<file path="src/logic/wdtp_pkg.sv">
// Behaviour
// RL1 - A 15-bit down counter steps on the CPU clock divided by a prescaler.
// RL2 - Underflow raises an interrupt or a watchdog reset, per the underflow action bit.
// RL3 - The underflow action bit can only be set; writing zero never clears it.
// RL4 - With main, oscillator or PLL CPU clock, prescaler divides by 16 or 128.
// RL5 - With the sub clock as CPU clock the prescaler always divides by 2.
// RL6 - Period equals prescaler ratio times 32768 counter steps in CPU clocks.
// RL7 - Any start register write reloads the counter and starts it if idle.
// RL8 - Reset clears the prescaler; counter and prescaler idle until first start write.
// RL9 - Stop, wait and hold freeze counter and prescaler; counting resumes from held value.
// RL10 - Control register returns upper counter bits, read-only, in bits 4 to 0.
// RL11 - Protective mode clocks the counter from the on-chip oscillator.
// RL12 - Software unlocks, sets reset action, sets oscillator source, relocks, then starts.
// RL13 - Protective mode period is 32768 oscillator clocks with no prescaler.
// RL14 - Setting the oscillator source bit starts the oscillator and switches the count clock.
// RL15 - In protective mode writes to the stop mode request bit are ignored.
// RL16 - In protective mode the counter keeps counting through wait and hold.
// RL17 - Software writes zero to the two reserved control register bits.
// RL18 - Each start write reloads all ones; the prescaler runs freely between writes.
package wdtp_pkg;
  localparam int          ADDR_W          = 8;
  localparam int          CNT_W           = 15;
  localparam int          PRE_W           = 7;
  // Printed register offsets are word indices; byte address is four times the index
  localparam logic [5:0]  IDX_START       = 6'h0E;
  localparam logic [5:0]  IDX_CTRL        = 6'h0F;
  localparam logic [5:0]  IDX_PROT        = 6'h10;
  localparam logic [5:0]  IDX_PM_ONE      = 6'h11;
  localparam logic [5:0]  IDX_PM_TWO      = 6'h12;
  localparam logic [5:0]  IDX_CM_ONE      = 6'h13;
  localparam logic [5:0]  IDX_IRQ_STAT    = 6'h14;
  localparam logic [5:0]  IDX_IRQ_MASK    = 6'h15;
  localparam logic [7:0]  ADDR_START      = {IDX_START, 2'b00};
  localparam logic [7:0]  ADDR_CTRL       = {IDX_CTRL, 2'b00};
  localparam logic [7:0]  ADDR_PROT       = {IDX_PROT, 2'b00};
  localparam logic [7:0]  ADDR_PM_ONE     = {IDX_PM_ONE, 2'b00};
  localparam logic [7:0]  ADDR_PM_TWO     = {IDX_PM_TWO, 2'b00};
  localparam logic [7:0]  ADDR_CM_ONE     = {IDX_CM_ONE, 2'b00};
  localparam logic [7:0]  ADDR_IRQ_STAT   = {IDX_IRQ_STAT, 2'b00};
  localparam logic [7:0]  ADDR_IRQ_MASK   = {IDX_IRQ_MASK, 2'b00};
  // Field positions
  localparam int          CTRL_CNT_LSB    = 0;
  localparam int          CTRL_RSV_LSB    = 5;
  localparam int          CTRL_PRESEL_BIT = 7;
  localparam int          UNLOCK_BIT      = 1;
  localparam int          ACTION_BIT      = 2;
  localparam int          OSCSRC_BIT      = 2;
  localparam int          STOPREQ_BIT     = 0;
  localparam int          IRQ_UFLOW_BIT   = 0;
  // Reset values and counts
  localparam logic [CNT_W-1:0] CNT_RELOAD = 15'h7FFF;
  localparam logic [CNT_W-1:0] CNT_ZERO   = 15'h0000;
  localparam logic [PRE_W-1:0] PRE_RESET  = 7'h00;
  localparam logic [PRE_W-1:0] PRE_TC_16  = 7'h0F;
  localparam logic [PRE_W-1:0] PRE_TC_128 = 7'h7F;
  localparam logic [PRE_W-1:0] PRE_TC_2   = 7'h01;
  localparam logic [1:0]  RESP_OKAY       = 2'h0;
  localparam logic [1:0]  RESP_SLVERR     = 2'h2;
endpackage : wdtp_pkg

</file>
<file path="src/logic/wdtp_core.sv">
// The AXI4-Lite slave port was decided locally.
`timescale 1ns/1ps
module wdtp_core (
  // Clock and reset
  input  wire logic        aclk,
  input  wire logic        aresetn,
  // AXI4-Lite write address and data
  input  wire logic        s_axi_awvalid,
  output logic             s_axi_awready,
  input  wire logic [7:0]  s_axi_awaddr,
  input  wire logic [2:0]  s_axi_awprot,
  input  wire logic        s_axi_wvalid,
  output logic             s_axi_wready,
  input  wire logic [31:0] s_axi_wdata,
  input  wire logic [3:0]  s_axi_wstrb,
  // AXI4-Lite write response
  output logic             s_axi_bvalid,
  input  wire logic        s_axi_bready,
  output logic [1:0]       s_axi_bresp,
  // AXI4-Lite read
  input  wire logic        s_axi_arvalid,
  output logic             s_axi_arready,
  input  wire logic [7:0]  s_axi_araddr,
  input  wire logic [2:0]  s_axi_arprot,
  output logic             s_axi_rvalid,
  input  wire logic        s_axi_rready,
  output logic [31:0]      s_axi_rdata,
  output logic [1:0]       s_axi_rresp,
  // Chip clock and power state
  input  wire logic        cpu_sub_clock_sel,
  input  wire logic        cpu_clk_run,
  input  wire logic        wait_mode,
  input  wire logic        hold_state,
  input  wire logic        stop_wake,
  input  wire logic        osc_clk_in,
  // Watchdog outputs
  output logic             wdt_reset_req,
  output logic             irq,
  output logic             osc_enable,
  output logic             stop_mode_req
);
  logic                    aw_held_reg;
  logic                    w_held_reg;
  logic [7:0]              aw_addr_reg;
  logic [31:0]             w_data_reg;
  logic [3:0]              w_strb_reg;
  logic                    bvalid_reg;
  logic [1:0]              bresp_reg;
  logic                    rvalid_reg;
  logic [31:0]             rdata_reg;
  logic [1:0]              rresp_reg;
  logic                    active_reg;
  logic [wdtp_pkg::CNT_W-1:0] cnt_reg;
  logic [wdtp_pkg::PRE_W-1:0] pre_reg;
  logic                    presel_reg;
  logic [1:0]              rsv_reg;
  logic                    unlock_reg;
  logic                    action_reg;
  logic                    oscsrc_reg;
  logic                    stopreq_reg;
  logic                    stat_reg;
  logic                    mask_reg;
  logic                    wdt_reset_reg;
  logic                    osc_s1_reg;
  logic                    osc_s2_reg;
  logic                    osc_s3_reg;
  logic                    wr_do;
  logic                    wr_lane0;
  logic [7:0]              wr_byte;
  logic                    wr_start;
  logic                    wr_ctrl;
  logic                    wr_prot;
  logic                    wr_pm_one;
  logic                    wr_pm_two;
  logic                    wr_cm_one;
  logic                    wr_stat;
  logic                    wr_mask;
  logic                    wr_hit;
  logic                    rd_do;
  logic                    rd_hit;
  logic [31:0]             rd_data;
  logic                    frozen;
  logic                    cpu_en;
  logic [wdtp_pkg::PRE_W-1:0] pre_tc;
  logic                    pre_wrap;
  logic                    osc_tick;
  logic                    step;
  logic                    underflow;

  // Write channel: address and data taken in either order, response after both
  assign s_axi_awready = !aw_held_reg && !bvalid_reg;
  assign s_axi_wready  = !w_held_reg && !bvalid_reg;
  assign s_axi_bvalid  = bvalid_reg;
  assign s_axi_bresp   = bresp_reg;
  assign wr_do         = aw_held_reg && w_held_reg && !bvalid_reg;

  always_ff @(posedge aclk) begin
    if (!aresetn) begin
      aw_held_reg <= 1'b0;
      w_held_reg  <= 1'b0;
      aw_addr_reg <= 8'h00;
      w_data_reg  <= 32'h0000_0000;
      w_strb_reg  <= 4'h0;
    end else begin
      if (s_axi_awvalid && s_axi_awready) begin
        aw_held_reg <= 1'b1;
        aw_addr_reg <= s_axi_awaddr;
      end else if (wr_do) begin
        aw_held_reg <= 1'b0;
      end
      if (s_axi_wvalid && s_axi_wready) begin
        w_held_reg <= 1'b1;
        w_data_reg <= s_axi_wdata;
        w_strb_reg <= s_axi_wstrb;
      end else if (wr_do) begin
        w_held_reg <= 1'b0;
      end
    end
  end

  always_ff @(posedge aclk) begin
    if (!aresetn) begin
      bvalid_reg <= 1'b0;
      bresp_reg  <= wdtp_pkg::RESP_OKAY;
    end else if (wr_do) begin
      bvalid_reg <= 1'b1;
      bresp_reg  <= wr_hit ? wdtp_pkg::RESP_OKAY : wdtp_pkg::RESP_SLVERR;
    end else if (s_axi_bready) begin
      bvalid_reg <= 1'b0;
    end
  end

  // Registers are eight bits wide; only byte lane 0 carries them
  assign wr_lane0  = wr_do && w_strb_reg[0];
  assign wr_byte   = w_data_reg[7:0];
  assign wr_start  = wr_lane0 && (aw_addr_reg == wdtp_pkg::ADDR_START);
  assign wr_ctrl   = wr_lane0 && (aw_addr_reg == wdtp_pkg::ADDR_CTRL);
  assign wr_prot   = wr_lane0 && (aw_addr_reg == wdtp_pkg::ADDR_PROT);
  assign wr_pm_one = wr_lane0 && (aw_addr_reg == wdtp_pkg::ADDR_PM_ONE) && unlock_reg;
  assign wr_pm_two = wr_lane0 && (aw_addr_reg == wdtp_pkg::ADDR_PM_TWO) && unlock_reg;
  assign wr_cm_one = wr_lane0 && (aw_addr_reg == wdtp_pkg::ADDR_CM_ONE);
  assign wr_stat   = wr_lane0 && (aw_addr_reg == wdtp_pkg::ADDR_IRQ_STAT);
  assign wr_mask   = wr_lane0 && (aw_addr_reg == wdtp_pkg::ADDR_IRQ_MASK);

  always_comb begin
    case (aw_addr_reg)
      wdtp_pkg::ADDR_START, wdtp_pkg::ADDR_CTRL, wdtp_pkg::ADDR_PROT,
      wdtp_pkg::ADDR_PM_ONE, wdtp_pkg::ADDR_PM_TWO, wdtp_pkg::ADDR_CM_ONE,
      wdtp_pkg::ADDR_IRQ_STAT, wdtp_pkg::ADDR_IRQ_MASK: wr_hit = 1'b1;
      default: wr_hit = 1'b0;
    endcase
  end

  // Read channel: one read at a time, data registered
  assign s_axi_arready = !rvalid_reg;
  assign s_axi_rvalid  = rvalid_reg;
  assign s_axi_rdata   = rdata_reg;
  assign s_axi_rresp   = rresp_reg;
  assign rd_do         = s_axi_arvalid && !rvalid_reg;

  always_comb begin
    rd_data = 32'h0000_0000;
    rd_hit  = 1'b1;
    case (s_axi_araddr)
      wdtp_pkg::ADDR_START: rd_data = 32'h0000_0000;
      wdtp_pkg::ADDR_CTRL: begin
        rd_data[wdtp_pkg::CTRL_CNT_LSB +: 5]   = cnt_reg[wdtp_pkg::CNT_W-1 -: 5]; // see RL10
        rd_data[wdtp_pkg::CTRL_RSV_LSB +: 2]   = rsv_reg;
        rd_data[wdtp_pkg::CTRL_PRESEL_BIT]     = presel_reg;
      end
      wdtp_pkg::ADDR_PROT:     rd_data[wdtp_pkg::UNLOCK_BIT]    = unlock_reg;
      wdtp_pkg::ADDR_PM_ONE:   rd_data[wdtp_pkg::ACTION_BIT]    = action_reg;
      wdtp_pkg::ADDR_PM_TWO:   rd_data[wdtp_pkg::OSCSRC_BIT]    = oscsrc_reg;
      wdtp_pkg::ADDR_CM_ONE:   rd_data[wdtp_pkg::STOPREQ_BIT]   = stopreq_reg;
      wdtp_pkg::ADDR_IRQ_STAT: rd_data[wdtp_pkg::IRQ_UFLOW_BIT] = stat_reg;
      wdtp_pkg::ADDR_IRQ_MASK: rd_data[wdtp_pkg::IRQ_UFLOW_BIT] = mask_reg;
      default:                 rd_hit = 1'b0;
    endcase
  end

  always_ff @(posedge aclk) begin
    if (!aresetn) begin
      rvalid_reg <= 1'b0;
      rdata_reg  <= 32'h0000_0000;
      rresp_reg  <= wdtp_pkg::RESP_OKAY;
    end else if (rd_do) begin
      rvalid_reg <= 1'b1;
      rdata_reg  <= rd_data;
      rresp_reg  <= rd_hit ? wdtp_pkg::RESP_OKAY : wdtp_pkg::RESP_SLVERR;
    end else if (s_axi_rready) begin
      rvalid_reg <= 1'b0;
    end
  end

  // Software-visible configuration
  always_ff @(posedge aclk) begin
    if (!aresetn) begin
      presel_reg <= 1'b0;
      rsv_reg    <= 2'h0;
      unlock_reg <= 1'b0;
      action_reg <= 1'b0;
      oscsrc_reg <= 1'b0;
    end else begin
      if (wr_ctrl) begin
        presel_reg <= wr_byte[wdtp_pkg::CTRL_PRESEL_BIT];
        rsv_reg    <= wr_byte[wdtp_pkg::CTRL_RSV_LSB +: 2];
      end
      if (wr_prot) begin
        unlock_reg <= wr_byte[wdtp_pkg::UNLOCK_BIT];
      end
      if (wr_pm_one && wr_byte[wdtp_pkg::ACTION_BIT]) begin
        action_reg <= 1'b1; // see RL3
      end
      if (wr_pm_two) begin
        oscsrc_reg <= wr_byte[wdtp_pkg::OSCSRC_BIT]; // see RL14
      end
    end
  end

  // Stop request: locked out while the oscillator drives the count
  always_ff @(posedge aclk) begin
    if (!aresetn) begin
      stopreq_reg <= 1'b0;
    end else if (wr_cm_one && !oscsrc_reg) begin
      stopreq_reg <= wr_byte[wdtp_pkg::STOPREQ_BIT]; // see RL15
    end else if (stop_wake) begin
      stopreq_reg <= 1'b0;
    end
  end

  assign stop_mode_req = stopreq_reg;
  assign osc_enable    = oscsrc_reg; // see RL14

  // Oscillator pin crosses into aclk; the second and third stages feed the edge detector
  always_ff @(posedge aclk) begin
    if (!aresetn) begin
      osc_s1_reg <= 1'b0;
      osc_s2_reg <= 1'b0;
      osc_s3_reg <= 1'b0;
    end else begin
      osc_s1_reg <= osc_clk_in;
      osc_s2_reg <= osc_s1_reg;
      osc_s3_reg <= osc_s2_reg;
    end
  end

  assign osc_tick = osc_s2_reg && !osc_s3_reg;

  // Protective mode ignores wait and hold; stop cannot be entered there
  assign frozen = !oscsrc_reg && (stopreq_reg || wait_mode || hold_state); // see RL9 see RL16
  assign cpu_en = active_reg && !frozen && cpu_clk_run;

  always_comb begin
    if (cpu_sub_clock_sel) begin
      pre_tc = wdtp_pkg::PRE_TC_2; // see RL5
    end else if (presel_reg) begin
      pre_tc = wdtp_pkg::PRE_TC_128; // see RL4
    end else begin
      pre_tc = wdtp_pkg::PRE_TC_16; // see RL4
    end
  end

  // Ratio changes mid-count give one odd period, the prescaler error software must allow
  assign pre_wrap = pre_reg >= pre_tc;

  always_ff @(posedge aclk) begin
    if (!aresetn) begin
      pre_reg <= wdtp_pkg::PRE_RESET; // see RL8
    end else if (cpu_en && !oscsrc_reg) begin
      pre_reg <= pre_wrap ? wdtp_pkg::PRE_RESET : pre_reg + 7'h01; // see RL18
    end
  end

  assign step = oscsrc_reg ? (active_reg && osc_tick) : (cpu_en && pre_wrap); // see RL1 see RL11 see RL13
  assign underflow = step && (cnt_reg == wdtp_pkg::CNT_ZERO) && !wr_start;

  always_ff @(posedge aclk) begin
    if (!aresetn) begin
      active_reg <= 1'b0; // see RL8
    end else if (wr_start) begin
      active_reg <= 1'b1; // see RL7
    end
  end

  always_ff @(posedge aclk) begin
    if (!aresetn) begin
      cnt_reg <= wdtp_pkg::CNT_RELOAD;
    end else if (wr_start) begin
      cnt_reg <= wdtp_pkg::CNT_RELOAD; // see RL7 see RL18
    end else if (step) begin
      cnt_reg <= (cnt_reg == wdtp_pkg::CNT_ZERO) ? wdtp_pkg::CNT_RELOAD : cnt_reg - 15'h0001; // see RL6
    end
  end

  always_ff @(posedge aclk) begin
    if (!aresetn) begin
      wdt_reset_reg <= 1'b0;
    end else begin
      wdt_reset_reg <= underflow && action_reg; // see RL2
    end
  end

  assign wdt_reset_req = wdt_reset_reg;

  // Interrupt status: set wins over a write-one clear in the same cycle
  always_ff @(posedge aclk) begin
    if (!aresetn) begin
      stat_reg <= 1'b0;
      mask_reg <= 1'b0;
    end else begin
      if (underflow && !action_reg) begin
        stat_reg <= 1'b1; // see RL2
      end else if (wr_stat && wr_byte[wdtp_pkg::IRQ_UFLOW_BIT]) begin
        stat_reg <= 1'b0;
      end
      if (wr_mask) begin
        mask_reg <= wr_byte[wdtp_pkg::IRQ_UFLOW_BIT];
      end
    end
  end

  assign irq = stat_reg && mask_reg;

  AST_START_RELOAD: assert property (@(posedge aclk) disable iff (!aresetn)
    wr_start |=> (cnt_reg == wdtp_pkg::CNT_RELOAD) && active_reg) // see RL7
    else $error("start write did not reload and activate");

  AST_ACTION_STICKY: assert property (@(posedge aclk) disable iff (!aresetn)
    action_reg |=> action_reg) // see RL3
    else $error("underflow action bit returned to interrupt");

  AST_DIV_MAIN: assert property (@(posedge aclk) disable iff (!aresetn)
    (step && !oscsrc_reg && !cpu_sub_clock_sel) |-> (pre_reg == (presel_reg ? 7'h7F : 7'h0F))) // see RL4
    else $error("main clock prescaler ratio wrong");

  AST_DIV_SUB: assert property (@(posedge aclk) disable iff (!aresetn)
    (cpu_en && !oscsrc_reg && cpu_sub_clock_sel && pre_reg == 7'h00) |=> (pre_reg == 7'h01) ##0
    (!cpu_en || step)) // see RL5
    else $error("sub clock prescaler not divide by two");

  AST_FREEZE: assert property (@(posedge aclk) disable iff (!aresetn)
    (frozen && !wr_start) |=> $stable(cnt_reg) && $stable(pre_reg)) // see RL9
    else $error("counter moved while frozen");

  AST_IDLE_AFTER_RESET: assert property (@(posedge aclk) disable iff (!aresetn)
    !active_reg |-> (pre_reg == 7'h00) && (cnt_reg == 15'h7FFF)) // see RL8
    else $error("watchdog counted before first start write");

  AST_UFLOW_ACTION: assert property (@(posedge aclk) disable iff (!aresetn)
    underflow |=> (wdt_reset_req == $past(action_reg)) && (stat_reg || $past(action_reg))) // see RL2
    else $error("underflow action not taken");

  AST_STOP_LOCK: assert property (@(posedge aclk) disable iff (!aresetn)
    (oscsrc_reg && !stopreq_reg) |=> !stopreq_reg) // see RL15
    else $error("stop request set in protective mode");

  AST_PROT_RUNS: assert property (@(posedge aclk) disable iff (!aresetn)
    (oscsrc_reg && active_reg && osc_tick && !wr_start && cnt_reg != 15'h0000) |=>
    (cnt_reg == $past(cnt_reg) - 15'h0001)) // see RL11 see RL16
    else $error("protective mode count did not advance");

  AST_RD_CTRL: assert property (@(posedge aclk) disable iff (!aresetn)
    (rd_do && s_axi_araddr == wdtp_pkg::ADDR_CTRL) |=> (s_axi_rdata[4:0] == $past(cnt_reg[14:10]))) // see RL10
    else $error("control read lost counter bits");

  AST_STAT_SET: assert property (@(posedge aclk) disable iff (!aresetn) // see RL2
    (underflow && !action_reg) |=> stat_reg)
    else $error("underflow interrupt status not set");

  AST_STAT_CLEAR: assert property (@(posedge aclk) disable iff (!aresetn) // see RL2
    (wr_stat && wr_byte[0] && !(underflow && !action_reg)) |=> !stat_reg)
    else $error("interrupt status not cleared by write of one");

  AST_ACTION_LOCKED: assert property (@(posedge aclk) disable iff (!aresetn) // see RL3
    (!unlock_reg && wr_lane0 && aw_addr_reg == wdtp_pkg::ADDR_PM_ONE) |=> (action_reg == $past(action_reg)))
    else $error("locked power mode write changed action bit");

endmodule : wdtp_core

</file>
<file path="config.mk">
export PLATFORM = sky130hd
export DESIGN_NAME = wdtp_core
export DESIGN_NICKNAME = d
export VERILOG_FILES = /design/src/logic/wdtp_pkg.sv /design/src/logic/wdtp_core.sv
export SDC_FILE = /design/constraint.sdc
export NUM_CORES = 1
export LEC_CHECK = 0
export BUFFER_PORTS_ARGS = -buffer_cell sky130_fd_sc_hd__buf_2
export CORE_MARGIN = 2
export CORE_UTILIZATION = 40
export DETAILED_ROUTE_END_ITERATION = 6
export PLACE_DENSITY = 0.7
export SYNTH_ARGS = -nofsm -noshare
export SYNTH_HDL_FRONTEND = slang
export SYNTH_SLANG_ARGS = --single-unit
</file>
<file path="constraint.sdc">
create_clock -name aclk -period 4 [get_ports aclk]
set_input_delay 0.4 -clock aclk [delete_from_list [all_inputs] [get_ports aclk]]
set_output_delay 0.4 -clock aclk [all_outputs]
set_load 0.005 [all_outputs]
</file>
After elaboration in Yosys (flattened, before gate mapping). Index checks and enable logic that the tools add are counted.

Input port bits: 71. Register bits after elaboration: 69. Logic and storage cells: 123. Output and inout port bits: 45.

Magnitude comparators: 1. Multiplexer cells: 24. Bitwise gates (word level): 1. Eq/ne operators: 16. Reduce and logical (&&, ||, !) cells: 54. Add/sub/neg operators: 2.

Operators by type and width (number): 8-bit by 7-bit == test with 1-bit output (second input constant) (12); 1-bit logical AND (33); 8-bit by 6-bit == test with 1-bit output (second input constant) (4); 7-bit two-way mux (3); 8-bit OR reduction (2); 15-bit zero test (1); 15-bit two-way mux (1); 15-bit by 1-bit subtractor with 15-bit output (second input constant) (1); 1-bit two-way mux (14); 2-bit nonzero test (6); 1-bit zero test (9); 7-bit by 1-bit adder with 7-bit output (second input constant) (1); 7-bit greater-or-equal comparator (1); 5-bit two-way mux (1); 2-bit two-way mux (2); 1-bit one-hot mux with 4 select lines (1); 1-bit one-hot mux with 3 select lines (1); 1-bit logical OR (2); 1-bit one-hot mux with 2 select lines (1); 2-bit OR reduction (1); 1-bit inverter (1).

Depth between registers and ports, before layout. Gate-level depths: netlist (run 1).

Depth after elaboration: 12. Depth in mapped cells: 7. Mapped depth without buffers: 7.

Worst setup path after synthesis (run 1). Ideal clock, no wire load.

Path type: input port to flip-flop. From: input cpu_sub_clock_sel. To: register cnt_reg[3] (netlist bit). Path slack: 1.869 ns. Required time: 3.849 ns. Arrival time: 1.980 ns. Cell stages on the path: 7. Library setup time: 0.151 ns. Path buffers: 0. Cell sequence: nand2b_1 > ha_1 > a21oi_1 > o211ai_2 > o21a_1 > a21oi_1 > o211ai_1.

Longest elaborated chain between the ends: 4.

Ends and longest elaborated chain: start: declaration (line wdtp_core.sv:30) `input wire logic cpu_sub_clock_sel,`; 7-bit two-way mux (line wdtp_core.sv:254) `if (cpu_sub_clock_sel) begin`; 7-bit greater-or-equal comparator (line wdtp_core.sv:264) `assign pre_wrap = pre_reg >= pre_tc;`; 1-bit logical AND (line wdtp_core.sv:274) `assign step = oscsrc_reg ? (active_reg && osc_tick) : (cpu_en && pre_wrap);`; 1-bit two-way mux (line wdtp_core.sv:274); end signal: assignment (line wdtp_core.sv:287) `cnt_reg <= wdtp_pkg::CNT_RELOAD;`; end signal: assignment (line wdtp_core.sv:289) `cnt_reg <= wdtp_pkg::CNT_RELOAD;`; end signal: assignment (line wdtp_core.sv:291) `cnt_reg <= (cnt_reg == wdtp_pkg::CNT_ZERO) ? wdtp_pkg::CNT_RELOAD : cnt_reg - 15'h0001;`; end: declaration (line wdtp_core.sv:53) `logic [wdtp_pkg::CNT_W-1:0] cnt_reg;`.

No other way between the ends. A chain may end at the register's enable or synchronous reset.

Worst setup path in the final report (run 1).
From: register presel_reg. To: register cnt_reg[7] (netlist bit).

Longest elaborated chain between the ends: 5.

Ends and longest elaborated chain: start: declaration (line wdtp_core.sv:55) `logic presel_reg;`; start signal: assignment (line wdtp_core.sv:205) `presel_reg <= wr_byte[wdtp_pkg::CTRL_PRESEL_BIT];`; 7-bit two-way mux (line wdtp_core.sv:256) `end else if (presel_reg) begin`; 7-bit two-way mux (line wdtp_core.sv:254); 7-bit greater-or-equal comparator (line wdtp_core.sv:264); 1-bit logical AND (line wdtp_core.sv:274); 1-bit two-way mux (line wdtp_core.sv:274).

No other way between the ends.

==> results of run 1 <==
-- cell usage in the layout, fill, tap and decap left out, drive strengths merged, types with 3 or more instances in the layout --
master	instances
clkbuf	11
a21boi	17
xor2	5
o211ai	4
inv	9
nand2b	10
nand2	43
or4	5
nand4	5
and2	11
o31ai	6
nor2	15
o21ai	20
a31oi	3
buf	54
clkinv	4
or3	4
nand3	14
nand3b	6
ha	8
nor4	5
nor3	4
nor2b	17
and3	6
nor3b	3
nor4b	3
conb	26
dfxtp	65
a21oi	11
xnor2	4
mux2i	13
-- stage by stage --
step	cell area (um2)	setup slack, ns	total power, mW	util	hold WS, ns
after floorplan	3400	1.87	0.771	-	0.412
after global placement	3560	1.38	0.790	0.439	0.428
after detailed placement	3560	1.33	0.793	0.439	0.426
after CTS	3720	1.48	1.27	0.459	0.266
after global routing	3720	1.29	1.31	0.459	0.267
final	3720	1.50	1.25	0.459	0.268
-- worst max-delay path, stage by stage (launching register included) --
cell	delay, ns
dfxtp_1	0.44
nand2b_1	0.14
ha_1	0.33
a21oi_1	0.22
o211ai_2	0.20
o21a_1	0.28
a21oi_1	0.56
o21ai_0	0.17
-- worst min-delay path by stage --
stage | start | end | cells past startpoint
finish | osc_clk_in | osc_s1_reg | 2
detailed placement | osc_s1_reg | osc_s2_reg | 1
floorplan | osc_s1_reg | osc_s2_reg | 1
global route | osc_clk_in | osc_s1_reg | 2
CTS | osc_clk_in | osc_s1_reg | 2
global placement | osc_s1_reg | osc_s2_reg | 1
-- cells by family (layout without fill, tap and decap cells) --
| family | Yosys count | in the layout | share of synthesized area |
|---|---|---|---|
| mux | 14 | 14 | 0.0428 |
| other cells | 1 | 26 | 0.00113 |
| flops | 65 | 65 | 0.394 |
| simple gates | 162 | 162 | 0.276 |
| fa+ha+maj | 8 | 8 | 0.0303 |
| buf+inv | 46 | 78 | 0.0841 |
| xor+xnor | 9 | 9 | 0.0239 |
| compound gates | 70 | 70 | 0.148 |
-- routing by layer --
metal | part of all wire | GRT usage | up-vias
li1 | - | - | 1377
met1 | 0.45 | 0.195 | 1254
met2 | 0.48 | 0.259 | 63
met3 | 0.047 | 0.0415 | 15
met4 | 0.021 | 0.0725 | 0
met5 | 0 | 0 | -
-- power by group through the flow --
stage / combinational, mW / clock (mW) / sequential [mW]
3_5_place_dp: 0.0993 / 0 / 0.694
5_1_grt: 0.115 / 0.517 / 0.681
3_3_place_gp: 0.0970 / 0 / 0.693
2_1_floorplan: 0.0809 / 0 / 0.690
6_report: 0.0987 / 0.472 / 0.679
4_1_cts: 0.0996 / 0.487 / 0.679
-- cell type report --
class	instances	area (um2)	share of cell area
multi-input combinational	289	1820	0.489
sequential	65	1300	0.350
timing repair buffer	54	270	0.0727
clock buffer	11	141	0.0380
tap	105	131	0.0353
inverter	9	33.8	0.00909
clock inverter	4	20.0	0.00539
==> results.yml, run 1 <==
worst_setup_path:
  cp.required_ns: 4.19
  end_kind: "register"
  arrival_ns: 2.69
  endpoint: "cnt_reg[7]"
  critical_path.max_fanout: 9
  path_class: "register to register"
  timing.rr.start: "presel_reg"
  r2r_slack_ns: 1.50
  crit_start: "presel_reg"
  reg2reg_depth: 7
  reg2reg_to: "cnt_reg[7]"
  worst_setup_path_start_kind: "register"
grt:
  grt_pass1_wl_mm: 11.3
  grt.total_usage: 0.159
  grt_pass1_vias: 2534
  grt_max_degree: 48
  antenna_found_initial: 0
  gr-total-overflow: 0
layout:
  num_antenna_cells: 0
  largest_register_ffs: 15
  final_net_count: 507
  syn2layout_area_growth_pct: 12.5
  fill_cells: 816
  final_cells: 537
  drive_above_1_share: 0.178
sta:
  fin_crit_sh: 0.625
  final-hold-violation-count: 0
  clock_skew_ns: 0.00593
  worst_pin_slew_ns: 0.666
  fmax_ghz: 0.400
  rsz0062_at_grt: "false"
  maxSlewHeadroom: 0.552
  drv_slew: 0
  fin_tns_setup_ns: 0
  min_period_ns: 2.50
  setup-violations-final: 0
yosys:
  yosysTopAreaCell: "dfxtp_1"
  synth_seq_cells: 65
  synth-seq-area-share: 0.394
  synth_common_cells: "65 x dfxtp_1, 43 x nand2_1, 26 x buf_4"
  synth.most_common_cell: "dfxtp_1"
  syn-instance-count: 375
  ys_top_cells_by_area: "dfxtp_1 39%, buf_4 5.9%, nand2_1 4.9%"
  synth_edf_count: 0
  yosys_warnings: 0
  avgSynthCellArea_um2: 8.81
  synth_area_um2: 3300
  synth_top_area_share: 0.394
  async_reset_ff_frac: 0
  ys.flop_type: "dfxtp_1"
  yosys.cell_types.count: 54
routing:
  dr.pass1.iters: 4
  ant_nets: 0
  routed_wl_mm: 6.57
  via_count: 2709
  viasPerCell: 5.04
  drt_iter0_drc: 105
  drc: 0
  wl_per_cell_um: 12.2
clocking:
  ctsHoldBuffers: 0
  worstSkewPairLatency_ns: 0.34
  cts_tree: "done"
  cts_resized: 0
  cts_buffer_depth: 2
  path_clk_slew_ns: 0.07
  root_buffer: "clkbuf_8"
  numClockSinks: 65
  cts_buffers: 9
  htree_levels: 3
  post_cts_buffers: 0
power_and_ir_drop:
  p_int_mw: 0.942
  switching_share: 0.246
  cellLeakagePower_nw: 1.53
  p_sw_mw: 0.308
  power.density_nw_per_um2: 336
  pwr-share-clk: 0.378
  seqPwrFrac: 0.543
  pwr-share-comb: 0.079
  ir_drop_mv: 0.186
floorplanning:
  core_region_area_um2: 8090
  initial_utilization: 0.408
  die_area_um2: 9000
  fp.dieW_um: 94.9
  rows: 33
  ios: 116
  fp.dieH_um: 94.9
placed_design:
  dp_hpwl_mm: 4.97
  port_buffers: 54
  place.gp.congestion: 0.845
  place_inst: 522
min_path:
  hp-class: "primary input to register"
outcome:
  status: "completed"
run:
  drv_cap: 0
(Power assumes the default switching activity.)
==> run 2, diff against run 1 <==
--- a/config.mk
+++ b/config.mk
@@ -9,7 +9,7 @@
 export CORE_MARGIN = 2
 export CORE_UTILIZATION = 40
 export DETAILED_ROUTE_END_ITERATION = 6
-export PLACE_DENSITY = 0.7
+export PLACE_DENSITY = 0.73
 export SYNTH_ARGS = -nofsm -noshare
 export SYNTH_HDL_FRONTEND = slang
 export SYNTH_SLANG_ARGS = --single-unit
==> constraint.sdc (replaced) <==
create_clock -name aclk -period 2.2 [get_ports aclk]
set_input_delay 0.22 -clock aclk [delete_from_list [all_inputs] [get_ports aclk]]
set_output_delay 0.22 -clock aclk [all_outputs]
set_load 0.005 [all_outputs]
==> results.yml, run 2 (same netlist as run 1, synthesis figures left out) <==
worst_setup_path:
  arrival_ns: 2.36
  cpMaxStageDelayCell: "or4_4"
  end_kind: "register"
  slowest_delay_ns: 0.53
  worst_setup_path_start_kind: "register"
  path_class: "register to register"
  cp.required_ns: 2.47
  critical_path.max_fanout: 9
  cp_cell_sequence: "nand2b_1 -> ha_1 -> nand4_1 -> a21oi_4 -> o21ai_4 -> or4_4 -> nor2_1"
sta:
  maxSlewHeadroom: 0.578
  fin_crit_sh: 0.947
  final-hold-violation-count: 0
  worst_pin_slew_ns: 0.632
  whs_ns: 0.0817
  fin_tns_setup_ns: 0
  drv_slew: 0
  fmax_ghz: 0.480
  setup-violations-final: 0
  setup_ws_ns: 0.118
  clock_skew_ns: 0.00680
  rsz0062_at_grt: "false"
  min_period_ns: 2.08
floorplanning:
  fp.dieH_um: 94.9
  ios: 116
  die_area_um2: 9000
  initial_utilization: 0.408
  fp.dieW_um: 94.9
  rows: 33
  core_region_area_um2: 8090
routing:
  via_count: 2788
  wl_per_cell_um: 12.4
  viasPerCell: 5.06
  drc: 0
  dr.pass1.iters: 4
  routed_wl_mm: 6.84
  drt_iter0_drc: 96
  ant_nets: 0
layout:
  largest_register_ffs: 15
  final_cell_mix: "64 x dfxtp_1, 54 x buf_2, 43 x nand2_1, 26 x conb_1"
  final_net_count: 520
  final_common_cell: "dfxtp_1"
  syn2layout_area_growth_pct: 17.9
  drive_above_1_share: 0.209
  num_antenna_cells: 0
  final_area_um2: 3890
placed_design:
  preCtsSetupSlack_ns: 0.0759
  dp_hpwl_mm: 5.20
  port_buffers: 54
  place_area_um2: 3650
  place.gp.congestion: 0.865
outcome:
  status: "completed"
run:
  drv_cap: 0
clocking:
  post_cts_buffers: 0
  cts_resized: 0
  numClockSinks: 65
  worstSkewPairLatency_ns: 0.35
  cts_buffer_depth: 2
  root_buffer: "clkbuf_8"
  cts_tree: "done"
  cts_buffers: 9
  htree_levels: 3
  ctsHoldBuffers: 0
  path_clk_slew_ns: 0.07
power_and_ir_drop:
  pwr-share-comb: 0.074
  cellLeakagePower_nw: 1.59
  power.density_nw_per_um2: 642
  switching_share: 0.239
  seqPwrFrac: 0.493
  p_int_mw: 1.90
  pwr-share-clk: 0.433
  p_sw_mw: 0.598
  ir_drop_mv: 0.402
grt:
  grt_max_degree: 26
  antenna_found_initial: 0
  grt.total_usage: 0.164
  grt_pass1_wl_mm: 11.7
  gr-total-overflow: 0
  grt_pass1_vias: 2709
min_path:
  hp-class: "primary input to register"
[run 2: worst paths after layout]
kind | start | to | slack [ns] | cells after the start
max reg2reg | presel_reg | wdt_reset_req | 0.12 | 7
max | presel_reg | wdt_reset_req | 0.12 | 7
min reg2reg | osc_s1_reg | osc_s2_reg | 0.45 | 1
min | osc_clk_in | osc_s1_reg | 0.08 | 2
[run 2: routing by layer]
layer,track usage,wire length (um),up-vias
li1,-,-,1400
met1,0.190,3070,1314
met2,0.284,3340,61
met3,0.0431,282,13
met4,0.0700,152,0
met5,0,0,-
[run 2: worst max-delay path, delay by kind of cell, from the launching register on]
kind | cells | cell delay [ns]
and+or+nand+nor | 4 | 0.93
AOI/OAI and AO/OA | 2 | 0.39
DFF | 1 | 0.36
adders and majority gates | 1 | 0.33
[run 2: cell type report]
cell class / count / area, um2
fillers: 789 / 4200
inverters: 9 / 33.8
clock inverters: 4 / 50.0
flip-flops and latches: 65 / 1300
multi-input cells: 289 / 1840
repair buffers: 67 / 368
well taps: 105 / 131
clock buffers: 12 / 165
[run 2: power by group through the flow]
| stage | registers [mW] | logic (mW) | clock network, mW |
|---|---|---|---|
| global placement | 1.26 | 0.182 | 0 |
| finish | 1.23 | 0.186 | 1.08 |
| global route | 1.24 | 0.217 | 1.15 |
| floorplan | 1.25 | 0.147 | 0 |
| CTS | 1.23 | 0.188 | 1.10 |
| detailed placement | 1.26 | 0.187 | 0 |
[run 2: through the flow]
stage / utilization / cells / power [mW]
global route: 0.481 / 551 / 2.60
finish: 0.481 / 551 / 2.50
floorplan: - / 400 / 1.40
detailed placement: 0.451 / 535 / 1.45
global placement: 0.451 / 535 / 1.44
CTS: 0.478 / 551 / 2.52
==> run 3, diff against run 2 <==
--- a/config.mk
+++ b/config.mk
@@ -5,6 +5,7 @@
 export SDC_FILE = /design/constraint.sdc
 export NUM_CORES = 1
 export LEC_CHECK = 0
+export ABC_AREA = 1
 export BUFFER_PORTS_ARGS = -buffer_cell sky130_fd_sc_hd__buf_2
 export CORE_MARGIN = 2
 export CORE_UTILIZATION = 40
==> results.yml, run 3 <==
clocking:
  path_clk_slew_ns: 0.07
  cts_buffer_depth: 2
  cts_tree: "done"
  worstSkewPairLatency_ns: 0.34
  numClockSinks: 65
  htree_levels: 3
  root_buffer: "clkbuf_8"
  cts_buffers: 9
  ctsHoldBuffers: 0
power_and_ir_drop:
  pwr-share-clk: 0.412
  switching_share: 0.255
  seqPwrFrac: 0.501
  pwr-share-comb: 0.088
  power.density_nw_per_um2: 633
  p_int_mw: 1.86
  p_sw_mw: 0.635
  cellLeakagePower_nw: 1.87
  ir_drop_mv: 0.398
sta:
  min_period_ns: 2.01
  fmax_ghz: 0.497
  rsz0062_at_grt: "false"
  drv_slew: 0
  fin_crit_sh: 0.915
  setup-violations-final: 0
  clock_skew_ns: 0.00857
  whs_ns: 0.0702
  fin_tns_setup_ns: 0
  final-hold-violation-count: 0
  maxSlewHeadroom: 0.571
  worst_pin_slew_ns: 0.641
floorplanning:
  fp.dieW_um: 96.1
  core_region_area_um2: 8220
  die_area_um2: 9230
  rows: 33
  initial_utilization: 0.413
  fp.dieH_um: 96.1
  ios: 116
layout:
  syn2layout_area_growth_pct: 16.2
  drive_above_1_share: 0.180
  fill_cells: 817
  final_common_cell: "nand2_1"
  num_antenna_cells: 0
  largest_register_ffs: 15
  final_core_util: 0.479
  final_cell_mix: "81 x nand2_1, 65 x dfxtp_1, 57 x inv_1, 56 x nor2_1, 54 x buf_2"
  final_net_count: 614
yosys:
  synthAdderAreaFrac: 0.0295
  synth_seq_cells: 65
  synth.area.mux_share: 0.00295
  synth_xor_area_frac: 0.0129
  yosys.cell_types.count: 37
  synth_area_um2: 3390
  synth_edf_count: 0
  synth_common_cells: "82 x nand2_1, 65 x dfxtp_1, 58 x nor2_1"
  syn-instance-count: 472
  avgSynthCellArea_um2: 7.18
  yosys_warnings: 0
  ys.flop_type: "dfxtp_1"
  ys_top_cells_by_area: "dfxtp_1 38%, nand2_1 9.1%, nor2_1 6.4%"
  synth-seq-area-share: 0.384
  synth.most_common_cell: "nand2_1"
  synth_top_area_share: 0.384
  yosysTopAreaCell: "dfxtp_1"
  synth-compound-area-share: 0.136
  synth_simple_gate_area_frac: 0.295
  synth_top_family_by_area: "simple AND/OR/NAND/NOR gates"
  async_reset_ff_frac: 0
worst_setup_path:
  arrival_ns: 2.23
  end_kind: "register"
  timing.rr.start: "presel_reg"
  path_class: "register to register"
  cp.required_ns: 2.42
  critical_path.max_fanout: 13
  worst_setup_path_start_kind: "register"
  crit_start: "presel_reg"
min_path:
  hp-class: "primary input to register"
  hold_start: "osc_clk_in"
routing:
  wl_per_cell_um: 11.4
  viasPerCell: 4.87
  via_count: 3141
  dr.pass1.iters: 5
  drt_iter0_drc: 159
  routed_wl_mm: 7.39
  drc: 0
  ant_nets: 0
placed_design:
  place.gp.congestion: 0.869
  dp_hpwl_mm: 5.58
  port_buffers: 54
run:
  drv_cap: 0
grt:
  gr-total-overflow: 0
  grt_pass1_wl_mm: 12.5
  grt_pass1_vias: 2894
  antenna_found_initial: 0
  grt.total_usage: 0.172
  grt_max_degree: 39
outcome:
  status: "completed"
-- run 3: what timing repair did --
action	CTS	global route
endpoints found under the setup margin	2	12
pin swaps	2	2
buffers inserted	1	3
resized for setup	1	8
-- run 3: final cells by class --
cell class | instances | area (um2) | area share
clock inverters | 6 | 67.6 | 0.0172
well taps | 105 | 131 | 0.0334
multi-input cells | 338 | 1740 | 0.443
clock buffers | 10 | 138 | 0.0350
inverters | 60 | 225 | 0.0572
flip-flops and latches | 65 | 1300 | 0.330
repair buffers | 61 | 330 | 0.0839
-- run 3: worst max-delay path, cell delays in order, from the launching register on --
cell	delay [ns]
dfxtp_1	0.33
inv_1	0.07
or2_4	0.26
ha_1	0.27
nand2_1	0.08
inv_1	0.04
a21oi_1	0.13
nand2_1	0.12
nand2_4	0.12
nand2_8	0.10
nand2_4	0.09
nand2_4	0.08
nand3b_1	0.19
-- run 3: final timing paths --
check,slack (ns),depth (start not counted),endpoint
worst max-delay path,0.19,12,cnt_reg[12]
worst min-delay path,0.07,3,osc_s1_reg
worst max register to register,0.19,12,cnt_reg[12]
worst min register to register,0.42,2,osc_s2_reg
-- run 3: power by group through the flow --
stage	sequential, mW	clock (mW)	combinational (mW)
2_1_floorplan	1.27	0	0.168
3_3_place_gp	1.27	0	0.210
3_5_place_dp	1.28	0	0.216
4_1_cts	1.25	1.05	0.217
5_1_grt	1.25	1.10	0.256
6_report	1.25	1.03	0.218
-- run 3: routing by layer --
metal	track usage	wire length, um
met5	0	0
met4	0.0440	83
met3	0.0532	540
met2	0.288	3410
met1	0.216	3350
-- run 3: logic make-up after synthesis --
group / Yosys count
adder cells (fa/ha/maj): 8
AND/OR/NAND/NOR: 213
other: 1
XOR/XNOR: 5
multiplexers: 1
flip-flops: 65
AO/OA/AOI/OAI: 85
buffers and inverters: 94
-- run 3: through the flow --
step / total power, mW / cells / instance area [um2] / setup slack, ns
detailed placement: 1.49 / 625 / 3660 / 0.0126
finish: 2.49 / 645 / 3940 / 0.187
global route: 2.61 / 645 / 3940 / 0.00376
CTS: 2.51 / 642 / 3880 / 0.0163
floorplan: 1.44 / 497 / 3480 / 0.315
global placement: 1.48 / 625 / 3660 / 0.111
